File: src/mic_defs.svh
`ifndef MIC_DEFS_SVH
`define MIC_DEFS_SVH

// ---------------------------------------------------------------
// Register map and bit positions
// ---------------------------------------------------------------
`define MIC_IRQ_CTRL_ADDR   8'h0b
`define MIC_EP_STAT_ADDR    8'h1b
`define MIC_USB_CS_ADDR     8'h1a
`define MIC_BIT_MASTER_EN   0
`define MIC_BIT_USB_EN      1
`define MIC_BIT_T0_EN       2
`define MIC_BIT_T1_EN       3
`define MIC_BIT_USB_FLAG    4
`define MIC_BIT_T0_FLAG     5
`define MIC_BIT_T1_FLAG     6
`define MIC_BIT_SUSPEND     0
`define MIC_BIT_RESUME      3
`define MIC_CTRL_RESET      8'h00
`define MIC_VEC_USB         12'h004
`define MIC_VEC_T0          12'h008
`define MIC_VEC_T1          12'h00c
`define MIC_STACK_DEPTH     4'h8
`define MIC_SP_ZERO         4'h0
`define MIC_SP_ONE          4'h1
`define MIC_EP_COUNT        4

`endif

File: src/mic_pkg.sv
package mic_pkg;
  typedef enum logic [1:0] {
    MIC_SRC_NONE,
    MIC_SRC_USB,
    MIC_SRC_T0,
    MIC_SRC_T1
  } mic_src_t;
endpackage : mic_pkg

File: src/mic_irq_ctrl.sv
`timescale 1ns/100ps
`include "mic_defs.svh"

// Summary of operation
// - Control bit 0 is the master enable; clear blocks all servicing.
// - Control bit 1 enables the USB request source.
// - Control bits 2 and 3 enable the two timer request sources.
// - Control bit 4 sets on endpoint access, suspend, resume or bus reset.
// - Control bit 5 sets on first timer overflow.
// - Control bit 6 sets on second timer overflow.
// - Control bit 7 always reads as zero.
// - USB service calls vector 04H, clears its flag and master enable.
// - First timer service calls 08H, clears its flag and master enable.
// - Second timer service calls 0CH, clears its flag and master enable.
// - Stack full withholds service and keeps the flag until a return.
// - Acknowledge pushes only the program counter.
// - During service new requests only latch; nesting needs re-enabling.
// - Return from interrupt sets master enable; plain return does not.
// - Requests latch on any clock; service starts only at a phase pulse.
// - Priority: USB, then first timer, then second timer.
// - Flags stay set until serviced or cleared by software.
// - Endpoint access sets its status bit; firmware clears it.
// - Suspend sets status bit 0 and raises the USB request.
// - Resume sets status bit 3 and raises the USB request.
// - Any request wakes the processor from power-down.
// - Stack is full with all eight levels in use.
module mic_irq_ctrl
  import mic_pkg::*;
(
  input  wire logic                    ref_clk,
  input  wire logic                    rst_n,
  input  wire logic                    phase_two_pulse,
  input  wire logic [7:0]              reg_addr,
  input  wire logic                    reg_wr,
  input  wire logic [7:0]              reg_wdata,
  input  wire logic                    reg_rd,
  output logic      [7:0]              reg_rdata,
  input  wire logic [`MIC_EP_COUNT-1:0] ep_access,
  input  wire logic                    usb_suspend,
  input  wire logic                    usb_resume,
  input  wire logic                    usb_bus_reset,
  input  wire logic                    timer0_ovf,
  input  wire logic                    timer1_ovf,
  input  wire logic                    call_push,
  input  wire logic                    plain_return,
  input  wire logic                    return_from_irq,
  input  wire logic                    halted,
  output logic                         irq_call,
  output logic      [11:0]             irq_vector,
  output logic                         irq_push_pc,
  output logic                         wake_up,
  output logic      [3:0]              stack_pointer
);
  import mic_pkg::*;

  // ---------------------------------------------------------------
  // Control register and event flags
  // ---------------------------------------------------------------
  logic                      master_irq_enable_r;
  logic                      usb_irq_enable_r;
  logic                      timer0_irq_enable_r;
  logic                      timer1_irq_enable_r;
  logic                      usb_irq_flag_r;
  logic                      timer0_irq_flag_r;
  logic                      timer1_irq_flag_r;
  logic [`MIC_EP_COUNT-1:0]  endpoint_irq_status_r;
  logic                      suspend_r;
  logic                      resume_r;
  logic [3:0]                sp_r;
  logic                      usb_event;
  logic                      stack_full;
  logic                      ack;
  logic                      any_ret;
  logic                      wr_ctrl;
  logic                      wr_ep;
  logic                      wr_usc;
  mic_src_t                  src;

  assign usb_event  = (|ep_access) | usb_suspend | usb_resume | usb_bus_reset;
  assign stack_full = (sp_r == `MIC_STACK_DEPTH);
  assign any_ret    = plain_return | return_from_irq;
  assign wr_ctrl    = reg_wr && (reg_addr == `MIC_IRQ_CTRL_ADDR);
  assign wr_ep      = reg_wr && (reg_addr == `MIC_EP_STAT_ADDR);
  assign wr_usc     = reg_wr && (reg_addr == `MIC_USB_CS_ADDR);

  // Priority resolve among enabled pending sources.
  always_comb begin
    src = MIC_SRC_NONE;
    if (usb_irq_flag_r && usb_irq_enable_r) begin
      src = MIC_SRC_USB;
    end else if (timer0_irq_flag_r && timer0_irq_enable_r) begin
      src = MIC_SRC_T0;
    end else if (timer1_irq_flag_r && timer1_irq_enable_r) begin
      src = MIC_SRC_T1;
    end
  end

  // Acknowledge only on a phase pulse, master enabled, stack not full.
  assign ack = phase_two_pulse && master_irq_enable_r && !stack_full
               && (src != MIC_SRC_NONE) && !call_push && !any_ret;

  always_ff @(posedge ref_clk) begin
    if (!rst_n) begin
      master_irq_enable_r <= 1'b0;
    end else if (ack) begin
      master_irq_enable_r <= 1'b0;
    end else if (return_from_irq) begin
      master_irq_enable_r <= 1'b1;
    end else if (wr_ctrl) begin
      master_irq_enable_r <= reg_wdata[`MIC_BIT_MASTER_EN];
    end
  end

  always_ff @(posedge ref_clk) begin
    if (!rst_n) begin
      usb_irq_enable_r    <= 1'b0;
      timer0_irq_enable_r <= 1'b0;
      timer1_irq_enable_r <= 1'b0;
    end else if (wr_ctrl) begin
      usb_irq_enable_r    <= reg_wdata[`MIC_BIT_USB_EN];
      timer0_irq_enable_r <= reg_wdata[`MIC_BIT_T0_EN];
      timer1_irq_enable_r <= reg_wdata[`MIC_BIT_T1_EN];
    end
  end

  // Set wins over software clear and over service clear.
  always_ff @(posedge ref_clk) begin
    if (!rst_n) begin
      usb_irq_flag_r <= 1'b0;
    end else if (usb_event) begin
      usb_irq_flag_r <= 1'b1;
    end else if (ack && src == MIC_SRC_USB) begin
      usb_irq_flag_r <= 1'b0;
    end else if (wr_ctrl) begin
      usb_irq_flag_r <= reg_wdata[`MIC_BIT_USB_FLAG];
    end
  end

  always_ff @(posedge ref_clk) begin
    if (!rst_n) begin
      timer0_irq_flag_r <= 1'b0;
    end else if (timer0_ovf) begin
      timer0_irq_flag_r <= 1'b1;
    end else if (ack && src == MIC_SRC_T0) begin
      timer0_irq_flag_r <= 1'b0;
    end else if (wr_ctrl) begin
      timer0_irq_flag_r <= reg_wdata[`MIC_BIT_T0_FLAG];
    end
  end

  always_ff @(posedge ref_clk) begin
    if (!rst_n) begin
      timer1_irq_flag_r <= 1'b0;
    end else if (timer1_ovf) begin
      timer1_irq_flag_r <= 1'b1;
    end else if (ack && src == MIC_SRC_T1) begin
      timer1_irq_flag_r <= 1'b0;
    end else if (wr_ctrl) begin
      timer1_irq_flag_r <= reg_wdata[`MIC_BIT_T1_FLAG];
    end
  end

  // ---------------------------------------------------------------
  // Endpoint status and suspend/resume indications
  // ---------------------------------------------------------------
  // Writing a 0 to a bit clears it; a new access in the same cycle wins.
  genvar gi;
  generate
    for (gi = 0; gi < `MIC_EP_COUNT; gi++) begin : g_ep
      always_ff @(posedge ref_clk) begin
        if (!rst_n) begin
          endpoint_irq_status_r[gi] <= 1'b0;
        end else if (ep_access[gi]) begin
          endpoint_irq_status_r[gi] <= 1'b1;
        end else if (wr_ep && !reg_wdata[gi]) begin
          endpoint_irq_status_r[gi] <= 1'b0;
        end
      end
    end
  endgenerate

  always_ff @(posedge ref_clk) begin
    if (!rst_n) begin
      suspend_r <= 1'b0;
      resume_r  <= 1'b0;
    end else begin
      if (usb_suspend) begin
        suspend_r <= 1'b1;
      end else if (wr_usc && !reg_wdata[`MIC_BIT_SUSPEND]) begin
        suspend_r <= 1'b0;
      end
      if (usb_resume) begin
        resume_r <= 1'b1;
      end else if (wr_usc && !reg_wdata[`MIC_BIT_RESUME]) begin
        resume_r <= 1'b0;
      end
    end
  end

  // ---------------------------------------------------------------
  // Stack pointer tracking
  // ---------------------------------------------------------------
  // An ordinary call on a full stack leaves the pointer held at eight.
  always_ff @(posedge ref_clk) begin
    if (!rst_n) begin
      sp_r <= `MIC_SP_ZERO;
    end else if (any_ret && sp_r != `MIC_SP_ZERO) begin
      sp_r <= sp_r - `MIC_SP_ONE;
    end else if ((ack || call_push) && !stack_full) begin
      sp_r <= sp_r + `MIC_SP_ONE;
    end
  end

  // ---------------------------------------------------------------
  // Outputs
  // ---------------------------------------------------------------
  always_ff @(posedge ref_clk) begin
    if (!rst_n) begin
      irq_call    <= 1'b0;
      irq_push_pc <= 1'b0;
      irq_vector  <= `MIC_VEC_USB;
    end else begin
      irq_call    <= ack;
      irq_push_pc <= ack;
      if (ack) begin
        unique case (src)
          MIC_SRC_USB: irq_vector <= `MIC_VEC_USB;
          MIC_SRC_T0:  irq_vector <= `MIC_VEC_T0;
          MIC_SRC_T1:  irq_vector <= `MIC_VEC_T1;
          MIC_SRC_NONE: irq_vector <= irq_vector;
        endcase
      end
    end
  end

  always_ff @(posedge ref_clk) begin
    if (!rst_n) begin
      wake_up <= 1'b0;
    end else begin
      wake_up <= halted && (usb_event | timer0_ovf | timer1_ovf);
    end
  end

  always_ff @(posedge ref_clk) begin
    if (!rst_n) begin
      stack_pointer <= `MIC_SP_ZERO;
    end else begin
      stack_pointer <= sp_r;
    end
  end

  always_ff @(posedge ref_clk) begin
    if (!rst_n) begin
      reg_rdata <= 8'h00;
    end else if (reg_rd) begin
      unique case (reg_addr)
        `MIC_IRQ_CTRL_ADDR: reg_rdata <= {1'b0, timer1_irq_flag_r, timer0_irq_flag_r,
                                          usb_irq_flag_r, timer1_irq_enable_r,
                                          timer0_irq_enable_r, usb_irq_enable_r,
                                          master_irq_enable_r};
        `MIC_EP_STAT_ADDR:  reg_rdata <= {4'h0, endpoint_irq_status_r};
        `MIC_USB_CS_ADDR:   reg_rdata <= {4'h0, resume_r, 2'h0, suspend_r};
        default:            reg_rdata <= 8'h00;
      endcase
    end
  end

  // ---------------------------------------------------------------
  // Assertions
  // ---------------------------------------------------------------
  property p_full_block;
    @(posedge ref_clk) disable iff (!rst_n) stack_full |=> !irq_call;
  endproperty
  a_full_block: assert property (p_full_block) else $error("call while stack full");

  property p_ack_clears_master;
    @(posedge ref_clk) disable iff (!rst_n)
      (ack && !return_from_irq) |=> !master_irq_enable_r && irq_call;
  endproperty
  a_ack_clears_master: assert property (p_ack_clears_master) else $error("master kept");

  property p_usb_vec;
    @(posedge ref_clk) disable iff (!rst_n)
      (ack && usb_irq_flag_r && usb_irq_enable_r) |=> irq_vector == `MIC_VEC_USB;
  endproperty
  a_usb_vec: assert property (p_usb_vec) else $error("usb vector wrong");

  property p_t0_vec;
    @(posedge ref_clk) disable iff (!rst_n)
      (ack && !(usb_irq_flag_r && usb_irq_enable_r) && timer0_irq_flag_r
       && timer0_irq_enable_r) |=> irq_vector == `MIC_VEC_T0;
  endproperty
  a_t0_vec: assert property (p_t0_vec) else $error("timer0 vector wrong");

  property p_no_master;
    @(posedge ref_clk) disable iff (!rst_n) !master_irq_enable_r |=> !irq_call;
  endproperty
  a_no_master: assert property (p_no_master) else $error("call with master off");

  property p_phase_only;
    @(posedge ref_clk) disable iff (!rst_n) !phase_two_pulse |=> !irq_call;
  endproperty
  a_phase_only: assert property (p_phase_only) else $error("call off phase");

  property p_t1_sets;
    @(posedge ref_clk) disable iff (!rst_n) timer1_ovf |=> timer1_irq_flag_r;
  endproperty
  a_t1_sets: assert property (p_t1_sets) else $error("timer1 flag not set");

  property p_return_from_irq;
    @(posedge ref_clk) disable iff (!rst_n)
      (return_from_irq && !ack) |=> master_irq_enable_r;
  endproperty
  a_return_from_irq: assert property (p_return_from_irq) else $error("return_from_irq left master clear");

  property p_usb_sets;
    @(posedge ref_clk) disable iff (!rst_n) usb_event |=> usb_irq_flag_r ##1 1'b1;
  endproperty
  a_usb_sets: assert property (p_usb_sets) else $error("usb flag not set");

endmodule : mic_irq_ctrl

File: config.mk
export PLATFORM = sky130hd
export DESIGN_NAME = mic_irq_ctrl
export DESIGN_NICKNAME = d
export VERILOG_FILES = /design/src/mic_pkg.sv /design/src/mic_irq_ctrl.sv
export VERILOG_INCLUDE_DIRS = /design/src
export SDC_FILE = /design/constraint.sdc
export NUM_CORES = 1
export LEC_CHECK = 0
export CORE_MARGIN = 1
export CORE_UTILIZATION = 55
export CTS_CLUSTER_DIAMETER = 30
export DETAILED_ROUTE_END_ITERATION = 8
export DONT_BUFFER_PORTS = 1
export PLACE_DENSITY_LB_ADDON = 0.2
export SLEW_MARGIN = 0
export SYNTH_ARGS = -nofsm -noshare
export SYNTH_HDL_FRONTEND = slang
export SYNTH_SLANG_ARGS = --single-unit
File: constraint.sdc
create_clock -name ref_clk -period 2.7 [get_ports ref_clk]
set_clock_uncertainty 0.05 [all_clocks]
set_input_delay 0 -clock ref_clk [delete_from_list [all_inputs] [get_ports ref_clk]]
set_output_delay 0 -clock ref_clk [all_outputs]
set_load 0.01 [all_outputs]
==> metrics.md, run 1 <==
| Metric | Value |
|---|---|
| Number of global-route vias before repair | 1,295 |
| Die area | 0.00313 mm² |
| Min Tclk post-route | 2300 ps |
| Post-Layout Cell Count | 248 |
| Worst VDD drop | 0.722 mV |
| Leading cell types in the layout, fill and taps excluded | dlygate4sd3_1 (36), dfxtp_1 (32), a21oi_1 (16) |
| Synth Instances | 180 |
| Die H | 55.9 µm |
| Min-delay worst type | primary input to flip-flop |
| Final Core Density | 0.719 |
| Overall Power | 1250 µW |
| Yosys reg bits | 32 |
| Num CTS Buffers | 5 |
| Critical-path top delay cell | dlygate4sd3_1 |
| Async S/R FF share, synth | 0 |
| Setup TNS | 0 ps |
| Nets | 253 |
| Status | finished, final reports clean |
| N_diodes | 0 |
| Fmax | 0.434 GHz |
| Combinational power share | 0.313 |
| Slew margin rel. | 0.543 |
| Total routed wirelength | 3730 µm |
| Number of top-level pins | 61 |
| Tot GR Track Use | 0.253 |
| Switching Fraction | 0.316 |
| CP Cell Sequence | dlygate4sd3_1 -> nor3b_1 -> nand4b_1 -> mux2i_1 -> a221oi_1 -> dlygate4sd3_1 |
| Cell-internal power | 856 µW |
| Leakage | 0.000871 µW |
| Most frequent CP cell | dlygate4sd3_1 |
| CP required | 2930 ps |
| Dominant synthesized flop cell | dfxtp_1 |
| Drt pass-1 iters | 5 |
| Row count | 19 |
| Placed insts | 204 |
| FF+latch area | 641 µm² |
| Final ANT Viol Nets | 0 |
| Worst Setup End Kind | flip-flop |
| Max-Cap Viols | 0 |
| WL/cell | 15.0 µm |
| Layout cells sized above 1 | 0.0829 |
| Setup CP Type | primary input to flip-flop |
| Syn Std Cell Area | 0.00160 mm² |
| Post-DP HPWL | 2410 µm |
| Power per cell area | 632 mW/mm² |
| Register share of total power | 0.457 |
| Root Buffer | clkbuf_4 |
| Initial cell density of the core | 0.580 |
| Critical path arrival | 2530 ps |
| Num Clock Sinks | 32 |
| Initial antenna violation count | 0 |
| Register area share after synthesis | 0.401 |
| Reg2reg setup slack | 580 ps |
| RD Place Congestion | 0.835 |
| Most common cell after layout, fill and taps aside | dlygate4sd3_1 |
| First-pass GRT wire length | 5910 µm |
| Setup violations, final | 0 |
| Input/output buffers | 0 |
| Post-synth EDFFs | 0 |
| Fillcell total | 226 |
| Area added between synthesis and finish | 23.9% |
| CTS Buffer Depth | 2 |
| Worst-Margin Slew | 685 ps |
| Cells resized by post-CTS repair | 0 |
| Worst Hold Slack | 9.49 ps |
| Drc violations | 0 |
| Die Width | 55.9 µm |
| Startpoint types | primary input |
| Crit Path Max Fanout | 7 |
| Post-Syn Area per Cell | 8.88 µm² |
| Fin crit share | 0.853 |
| Vias per cell | 5.54 |
| Syn. warnings | 0 |
| H-tree levels | 2 |
| Hold_buf cts | 36 |
| Clock network power share | 0.229 |
| Area of the multi-input gates | 835 µm² |
| Vias | 1,373 |
| TritonCTS clock tree | yes |
| Fin. Hold Viols | 0 |
| Grt total ovfl | 0 |
| Initial DRC Count | 36 |
| RSZ-0062 raised after global routing | false |
| CORE AREA | 0.00276 mm² |
| Largest net degree at the start of global routing | 23 |
| Psw | 396 µW |
| Synth unique cells | 45 |
| Worst-skew pair later-pin latency | 330 ps |
| Reg clk slew, reported paths | 90 ps |
| Crit-path max cell delay | 580 ps |
| Post-CTS setup buffer count | 0 |
| Pins Over Slew Limit | 0 |
-- flip-flops by register name (all words and copies together), names as in the netlist --
name	count
endpoint_irq_status_r	4
irq_push_pc	1
irq_vector	2
master_irq_enable_r	1
reg_rdata	7
resume_r	1
sp_r	4
stack_pointer	4
suspend_r	1
timer0_irq_enable_r	1
timer0_irq_flag_r	1
timer1_irq_enable_r	1
timer1_irq_flag_r	1
usb_irq_enable_r	1
usb_irq_flag_r	1
wake_up	1
-- layout make-up --
type,count,area share
Clock buffer,8,0.0297
Inverter,13,0.0246
Multi-Input combinational cell,128,0.421
Sequential cell,32,0.323
Tap cell,31,0.0196
Timing Repair Buffer,36,0.182
-- path summary, 6_finish.rpt --
| kind | depth (start not counted) | start | to |
|---|---|---|---|
| worst max register to register | 5 | master_irq_enable_r | irq_vector[2] |
| worst min register to register | 2 | reg_rdata[2] | reg_rdata[2] |
| worst max-delay path | 6 | reg_addr[6] | master_irq_enable_r |
| worst min-delay path | 3 | call_push | sp_r[3] |
-- worst max-delay path, delay by kind of cell --
| kind | cells | cell delay, ps |
|---|---|---|
| and+or+nand+nor | 2 | 870 |
| AOI/OAI and AO/OA | 1 | 260 |
| buffers and inverters | 2 | 1130 |
| muxes | 1 | 260 |
-- power by group through the flow --
stage	sequential (µW)	combinational (µW)	clock, µW
after detailed placement	583	339	0
final	573	392	287
after global routing	577	435	314
after CTS	572	389	289
after floorplan	572	309	0
after global placement	580	325	0
-- synth_stat cells, types with 2 or more instances --
master    number  area (µm²)
o31ai_1        3        22.5
nand2_1       14        52.6
dfxtp_1       32         641
and3_1         2        12.5
buf_2          3        15.0
nand3_1        5        25.0
ha_1           2        25.0
buf_4         12        90.1
nand2b_1       4        25.0
mux2i_1        9        90.1
nor3_1         3        15.0
o21ai_0       11        55.1
mux2_4         3        45.0
a22oi_1        3        22.5
mux2_2         2        22.5
inv_1         12        45.0
a21oi_1       16        80.1
nor2_1        14        52.6
and2_1         2        12.5
nor3b_1        2        15.0
nand4_1        2        12.5
-- routing by layer --
layer | global-route usage | routed length (µm)
met1 | 0.307 | 1520
met2 | 0.406 | 1810
met3 | 0.100 | 355
met4 | 0.0941 | 40
met5 | 0 | 0
-- logic make-up after synthesis --
family | Yosys count | share of synthesized area
compound gates | 41 | 0.166
buf+inv | 30 | 0.101
xor+xnor | 1 | 0.00548
flops | 32 | 0.401
simple gates | 58 | 0.198
mux | 14 | 0.0986
fa+ha+maj | 3 | 0.0282
other cells | 1 | 0.00235
-- metrics by stage --
step	setup WS, ps	instance area (µm²)
after floorplan	751	1640
after global placement	660	1560
after detailed placement	605	1560
after CTS	482	1980
after global routing	234	1980
final	398	1980
Power figures use the tool's default switching activity.
==> run 2: changes to the inputs <==
Settings changed: CORE_UTILIZATION 55 to 54.
==> metrics.md, run 2 (synthesis results as in run 1) <==
| Metric | Value |
|---|---|
| Status | finished, final reports clean |
| Drc violations | 0 |
| Vias per cell | 5.77 |
| Max-Cap Viols | 0 |
| Critical path arrival | 2550 ps |
| Worst VDD drop | 0.719 mV |
| Number of top-level pins | 61 |
| TritonCTS clock tree | yes |
| Grt total ovfl | 0 |
| Num CTS Buffers | 5 |
| Num Clock Sinks | 32 |
| Min-delay worst type | primary input to flip-flop |
| Min Tclk post-route | 2310 ps |
| Startpoint types | primary input |
| Hold_buf cts | 36 |
| Critical-path top delay cell | dlygate4sd3_1 |
| Die area | 0.00318 mm² |
| Worst Setup End Kind | flip-flop |
| Root Buffer | clkbuf_4 |
| Layout cells sized above 1 | 0.0880 |
| Worst-Margin Slew | 708 ps |
| Nets | 253 |
| Fin. Hold Viols | 0 |
| Fillcell total | 222 |
| Setup TNS | 0 ps |
| Setup CP Type | primary input to flip-flop |
| H-tree levels | 2 |
| Initial DRC Count | 68 |
| Leakage | 0.000876 µW |
| WL/cell | 15.7 µm |
| Biggest register | reg_rdata |
| Power per cell area | 641 mW/mm² |
| Worst-skew pair later-pin latency | 340 ps |
| Most common cell after layout, fill and taps aside | dlygate4sd3_1 |
| Die H | 56.4 µm |
| Largest net degree at the start of global routing | 23 |
| Setup violations, final | 0 |
| CP startpoint | reg_addr[6] |
| Crit-path max cell delay | 580 ps |
| Post-DP HPWL | 2520 µm |
| First-pass GRT wire length | 6420 µm |
| Total routed wirelength | 3880 µm |
| Fin crit share | 0.857 |
| Global routing met3 resource utilization | 0.0968 |
| RSZ-0062 raised after global routing | false |
| Initial cell density of the core | 0.575 |
| Most frequent CP cell | dlygate4sd3_1 |
| RD Place Congestion | 0.811 |
| Die Width | 56.4 µm |
| GR Util met2 | 0.423 |
| Input/output buffers | 0 |
| Drt pass-1 iters | 4 |
| Max reg flops | 7 |
| Leading cell types in the layout, fill and taps excluded | dlygate4sd3_1 (36), dfxtp_1 (32), a21oi_1 (16) |
| Tot GR Track Use | 0.267 |
| Slew margin rel. | 0.527 |
| Row count | 19 |
| Worst Setup EP | master_irq_enable_r |
| Reg clk slew, reported paths | 100 ps |
| CORE AREA | 0.00278 mm² |
| Met1 Use GR | 0.337 |
| Initial antenna violation count | 0 |
| Cells resized by post-CTS repair | 0 |
| Post-CTS setup buffer count | 0 |
| Worst R2R Path Depth | 8 |
| Area added between synthesis and finish | 24.3% |
| N_diodes | 0 |
| CP required | 2930 ps |
| Worst Hold Slack | 1.31 ps |
| R2R Path End | sp_r[3] |
| Crit Path Max Fanout | 7 |
| Grt peak-use layer | met2 |
| CTS Buffer Depth | 2 |
| Final ANT Viol Nets | 0 |
| Overall Power | 1270 µW |
| Pins Over Slew Limit | 0 |
| Vias | 1,426 |
| Reg2reg setup slack | 570 ps |
| Number of global-route vias before repair | 1,435 |
| Fmax | 0.432 GHz |
| CP Cell Sequence | dlygate4sd3_1 -> nor3b_1 -> nand4b_1 -> mux2i_1 -> a221oi_1 -> dlygate4sd3_1 |
| Reg-to-reg critical path startpoint | sp_r[0] |
[run 2: critical path: cells and delay by family]
kind | cells | cell delay (ps)
AND/OR/NAND/NOR | 2 | 920
AO/OA/AOI/OAI | 1 | 240
multiplexers | 1 | 250
buffers and inverters | 2 | 1140
[run 2: final cells by class]
| type | instances | area (µm²) | area share |
|---|---|---|---|
| flip-flops and latches | 32 | 641 | 0.322 |
| inverters | 13 | 48.8 | 0.0245 |
| repair buffers | 36 | 360 | 0.181 |
| well taps | 31 | 38.8 | 0.0195 |
| multi-input cells | 128 | 835 | 0.420 |
| clock buffers | 7 | 65.1 | 0.0327 |
[run 2: worst min path at each step]
stage               startpoint           endpoint  slack (ps)  depth (start not counted)
floorplan           timer0_ovf  timer0_irq_flag_r          60                          2
global placement         rst_n      irq_vector[2]          30                          1
detailed placement       rst_n      irq_vector[2]          40                          1
CTS                  call_push            sp_r[3]           1                          3
global route         call_push            sp_r[3]          20                          3
finish               call_push            sp_r[3]           1                          3
[run 2: through the flow]
stage	setup slack, ps	instances	util	area (µm²)
3_5_place_dp	591	204	0.562	1560
2_1_floorplan	751	190	-	1640
5_1_grt	289	247	0.715	1990
3_3_place_gp	660	204	0.562	1560
6_report	387	247	0.715	1990
4_1_cts	459	247	0.715	1990
[run 2: power by group]
group | leakage [µW] | switching [µW] | internal [µW]
logic | 0.000575 | 190 | 206
clock network | 0.0000374 | 159 | 147
registers | 0.000263 | 50.1 | 522
[run 2: metal layers]
layer / wire length [µm] / up-vias
met3: 301 / 8
met4: 61 / 0
met1: 1630 / 677
met5: 0 / -
li1: - / 683
met2: 1880 / 58
==> run 3: changes to the inputs <==
Settings changed: CELL_PAD_IN_SITES_DETAIL_PLACEMENT set to 2, CELL_PAD_IN_SITES_GLOBAL_PLACEMENT set to 2, CORE_UTILIZATION 54 to 35, GPL_TIMING_DRIVEN set to 0.
==> metrics.md, run 3 (synthesis results as in run 1) <==
| Metric | Value |
|---|---|
| Status | finished, final reports clean |
| Worst-skew pair later-pin latency | 290 ps |
| CP delay by family, top | buffers and inverters |
| Nets | 266 |
| Max-Cap Viols | 0 |
| CORE AREA | 0.00438 mm² |
| Fillcell total | 489 |
| Reg clk slew, reported paths | 70 ps |
| Num Clock Sinks | 32 |
| Clock network power share | 0.286 |
| Vias | 1,508 |
| Layout cells sized above 1 | 0.148 |
| Hold_buf cts | 32 |
| FF+latch area | 641 µm² |
| H-tree levels | 2 |
| Cells resized by post-CTS repair | 0 |
| Input/output buffers | 0 |
| Fin crit share | 0.865 |
| Min-delay worst type | primary input to flip-flop |
| N_diodes | 0 |
| TritonCTS clock tree | yes |
| Biggest register | reg_rdata |
| Worst path bufs/invs | 6 |
| Register share of total power | 0.412 |
| Setup violations, final | 0 |
| Num CTS Buffers | 5 |
| Tot GR Track Use | 0.250 |
| Initial cell density of the core | 0.365 |
| Fmax | 0.428 GHz |
| Leakage | 0.000953 µW |
| Largest net degree at the start of global routing | 11 |
| Vias per cell | 5.37 |
| RSZ-0062 raised after global routing | false |
| Power per cell area | 664 mW/mm² |
| Number of top-level pins | 61 |
| Worst-Margin Slew | 525 ps |
| Area added between synthesis and finish | 32.5% |
| CTS Buffer Depth | 2 |
| Number of global-route vias before repair | 1,701 |
| WL/cell | 19.8 µm |
| Worst Setup End Kind | flip-flop |
| Startpoint types | primary input |
| Combinational power share | 0.301 |
| Overall Power | 1410 µW |
| Crit-path max cell delay | 600 ps |
| Slew margin rel. | 0.650 |
| Root Buffer | clkbuf_8 |
| Post-DP HPWL | 3380 µm |
| Psw | 440 µW |
| Setup TNS | 0 ps |
| Setup CP Type | primary input to flip-flop |
| Leading cell types in the layout, fill and taps excluded | dfxtp_1 (32), dlygate4sd3_1 (32), a21oi_1 (16) |
| Initial antenna violation count | 0 |
| Die Width | 69.6 µm |
| Grt total ovfl | 0 |
| Max reg flops | 7 |
| RD Place Congestion | 0.787 |
| Min Tclk post-route | 2340 ps |
| Row count | 24 |
| First-pass GRT wire length | 8930 µm |
| Die area | 0.00484 mm² |
| Total routed wirelength | 5560 µm |
| Area of the multi-input gates | 835 µm² |
| Cell-internal power | 966 µW |
| Critical path arrival | 2470 ps |
| Drt pass-1 iters | 4 |
| CP required | 2830 ps |
| CP Cell Sequence | dlygate4sd3_1 -> buf_2 -> inv_1 -> clkbuf_1 -> buf_1 -> a21oi_1 -> dlygate4sd3_1 |
| Drc violations | 0 |
| Die H | 69.6 µm |
| Initial DRC Count | 30 |
| Pins Over Slew Limit | 0 |
| Worst VDD drop | 0.314 mV |
| Most frequent CP cell | dlygate4sd3_1 |
| Fin. Hold Viols | 0 |
| Post-CTS setup buffer count | 0 |
| Final ANT Viol Nets | 0 |
| Critical-path top delay cell | dlygate4sd3_1 |
| Crit Path Max Fanout | 10 |
| Switching Fraction | 0.313 |
[run 3: power groups by stage]
stage | Sequential [µW] | Clock, µW | Combinational (µW)
finish | 580 | 403 | 423
global route | 587 | 433 | 470
CTS | 579 | 404 | 417
detailed placement | 589 | 0 | 370
global placement | 584 | 0 | 346
floorplan | 572 | 0 | 309
[run 3: worst register-to-register path, cell delays in order (launching register included)]
cell and delay (ps):
dfxtp_1 460, nor4b_2 110, or3_1 440, nor3b_1 370
o31ai_1 150, dlygate4sd3_1 590
[run 3: final timing paths]
kind / startpoint / end / slack (ps) / cells past startpoint
worst max-delay path: rst_n / endpoint_irq_status_r[3] / 360 / 7
worst min-delay path: call_push / sp_r[3] / 60 / 3
worst max register to register: sp_r[0] / timer0_irq_flag_r / 410 / 5
worst min register to register: reg_rdata[1] / reg_rdata[1] / 470 / 2
[run 3: layout make-up]
type                    count  area share
clock buffers               7      0.0455
flip-flops and latches     32       0.302
well taps                  52      0.0307
repair buffers             32       0.151
inverters                  13      0.0230
multi-input cells         128       0.394
plain buffers              17      0.0532
[run 3: stage by stage]
stage | hold WS [ps] | util | area, µm² | setup slack, ps | cells
after floorplan | 58.5 | - | 1640 | 751 | 190
after global placement | 79.2 | 0.388 | 1700 | 609 | 242
after detailed placement | 88.0 | 0.388 | 1700 | 476 | 242
after CTS | 1.92 | 0.483 | 2120 | 455 | 281
after global routing | 93.8 | 0.483 | 2120 | 228 | 281
final | 63.7 | 0.483 | 2120 | 363 | 281
[run 3: layer usage]
metal	share of wire	track usage	vias up
li1	-	-	707
met3	0.045	0.0683	12
met2	0.56	0.482	41
met5	0	0	-
met1	0.37	0.244	748
met4	0.022	0.111	0
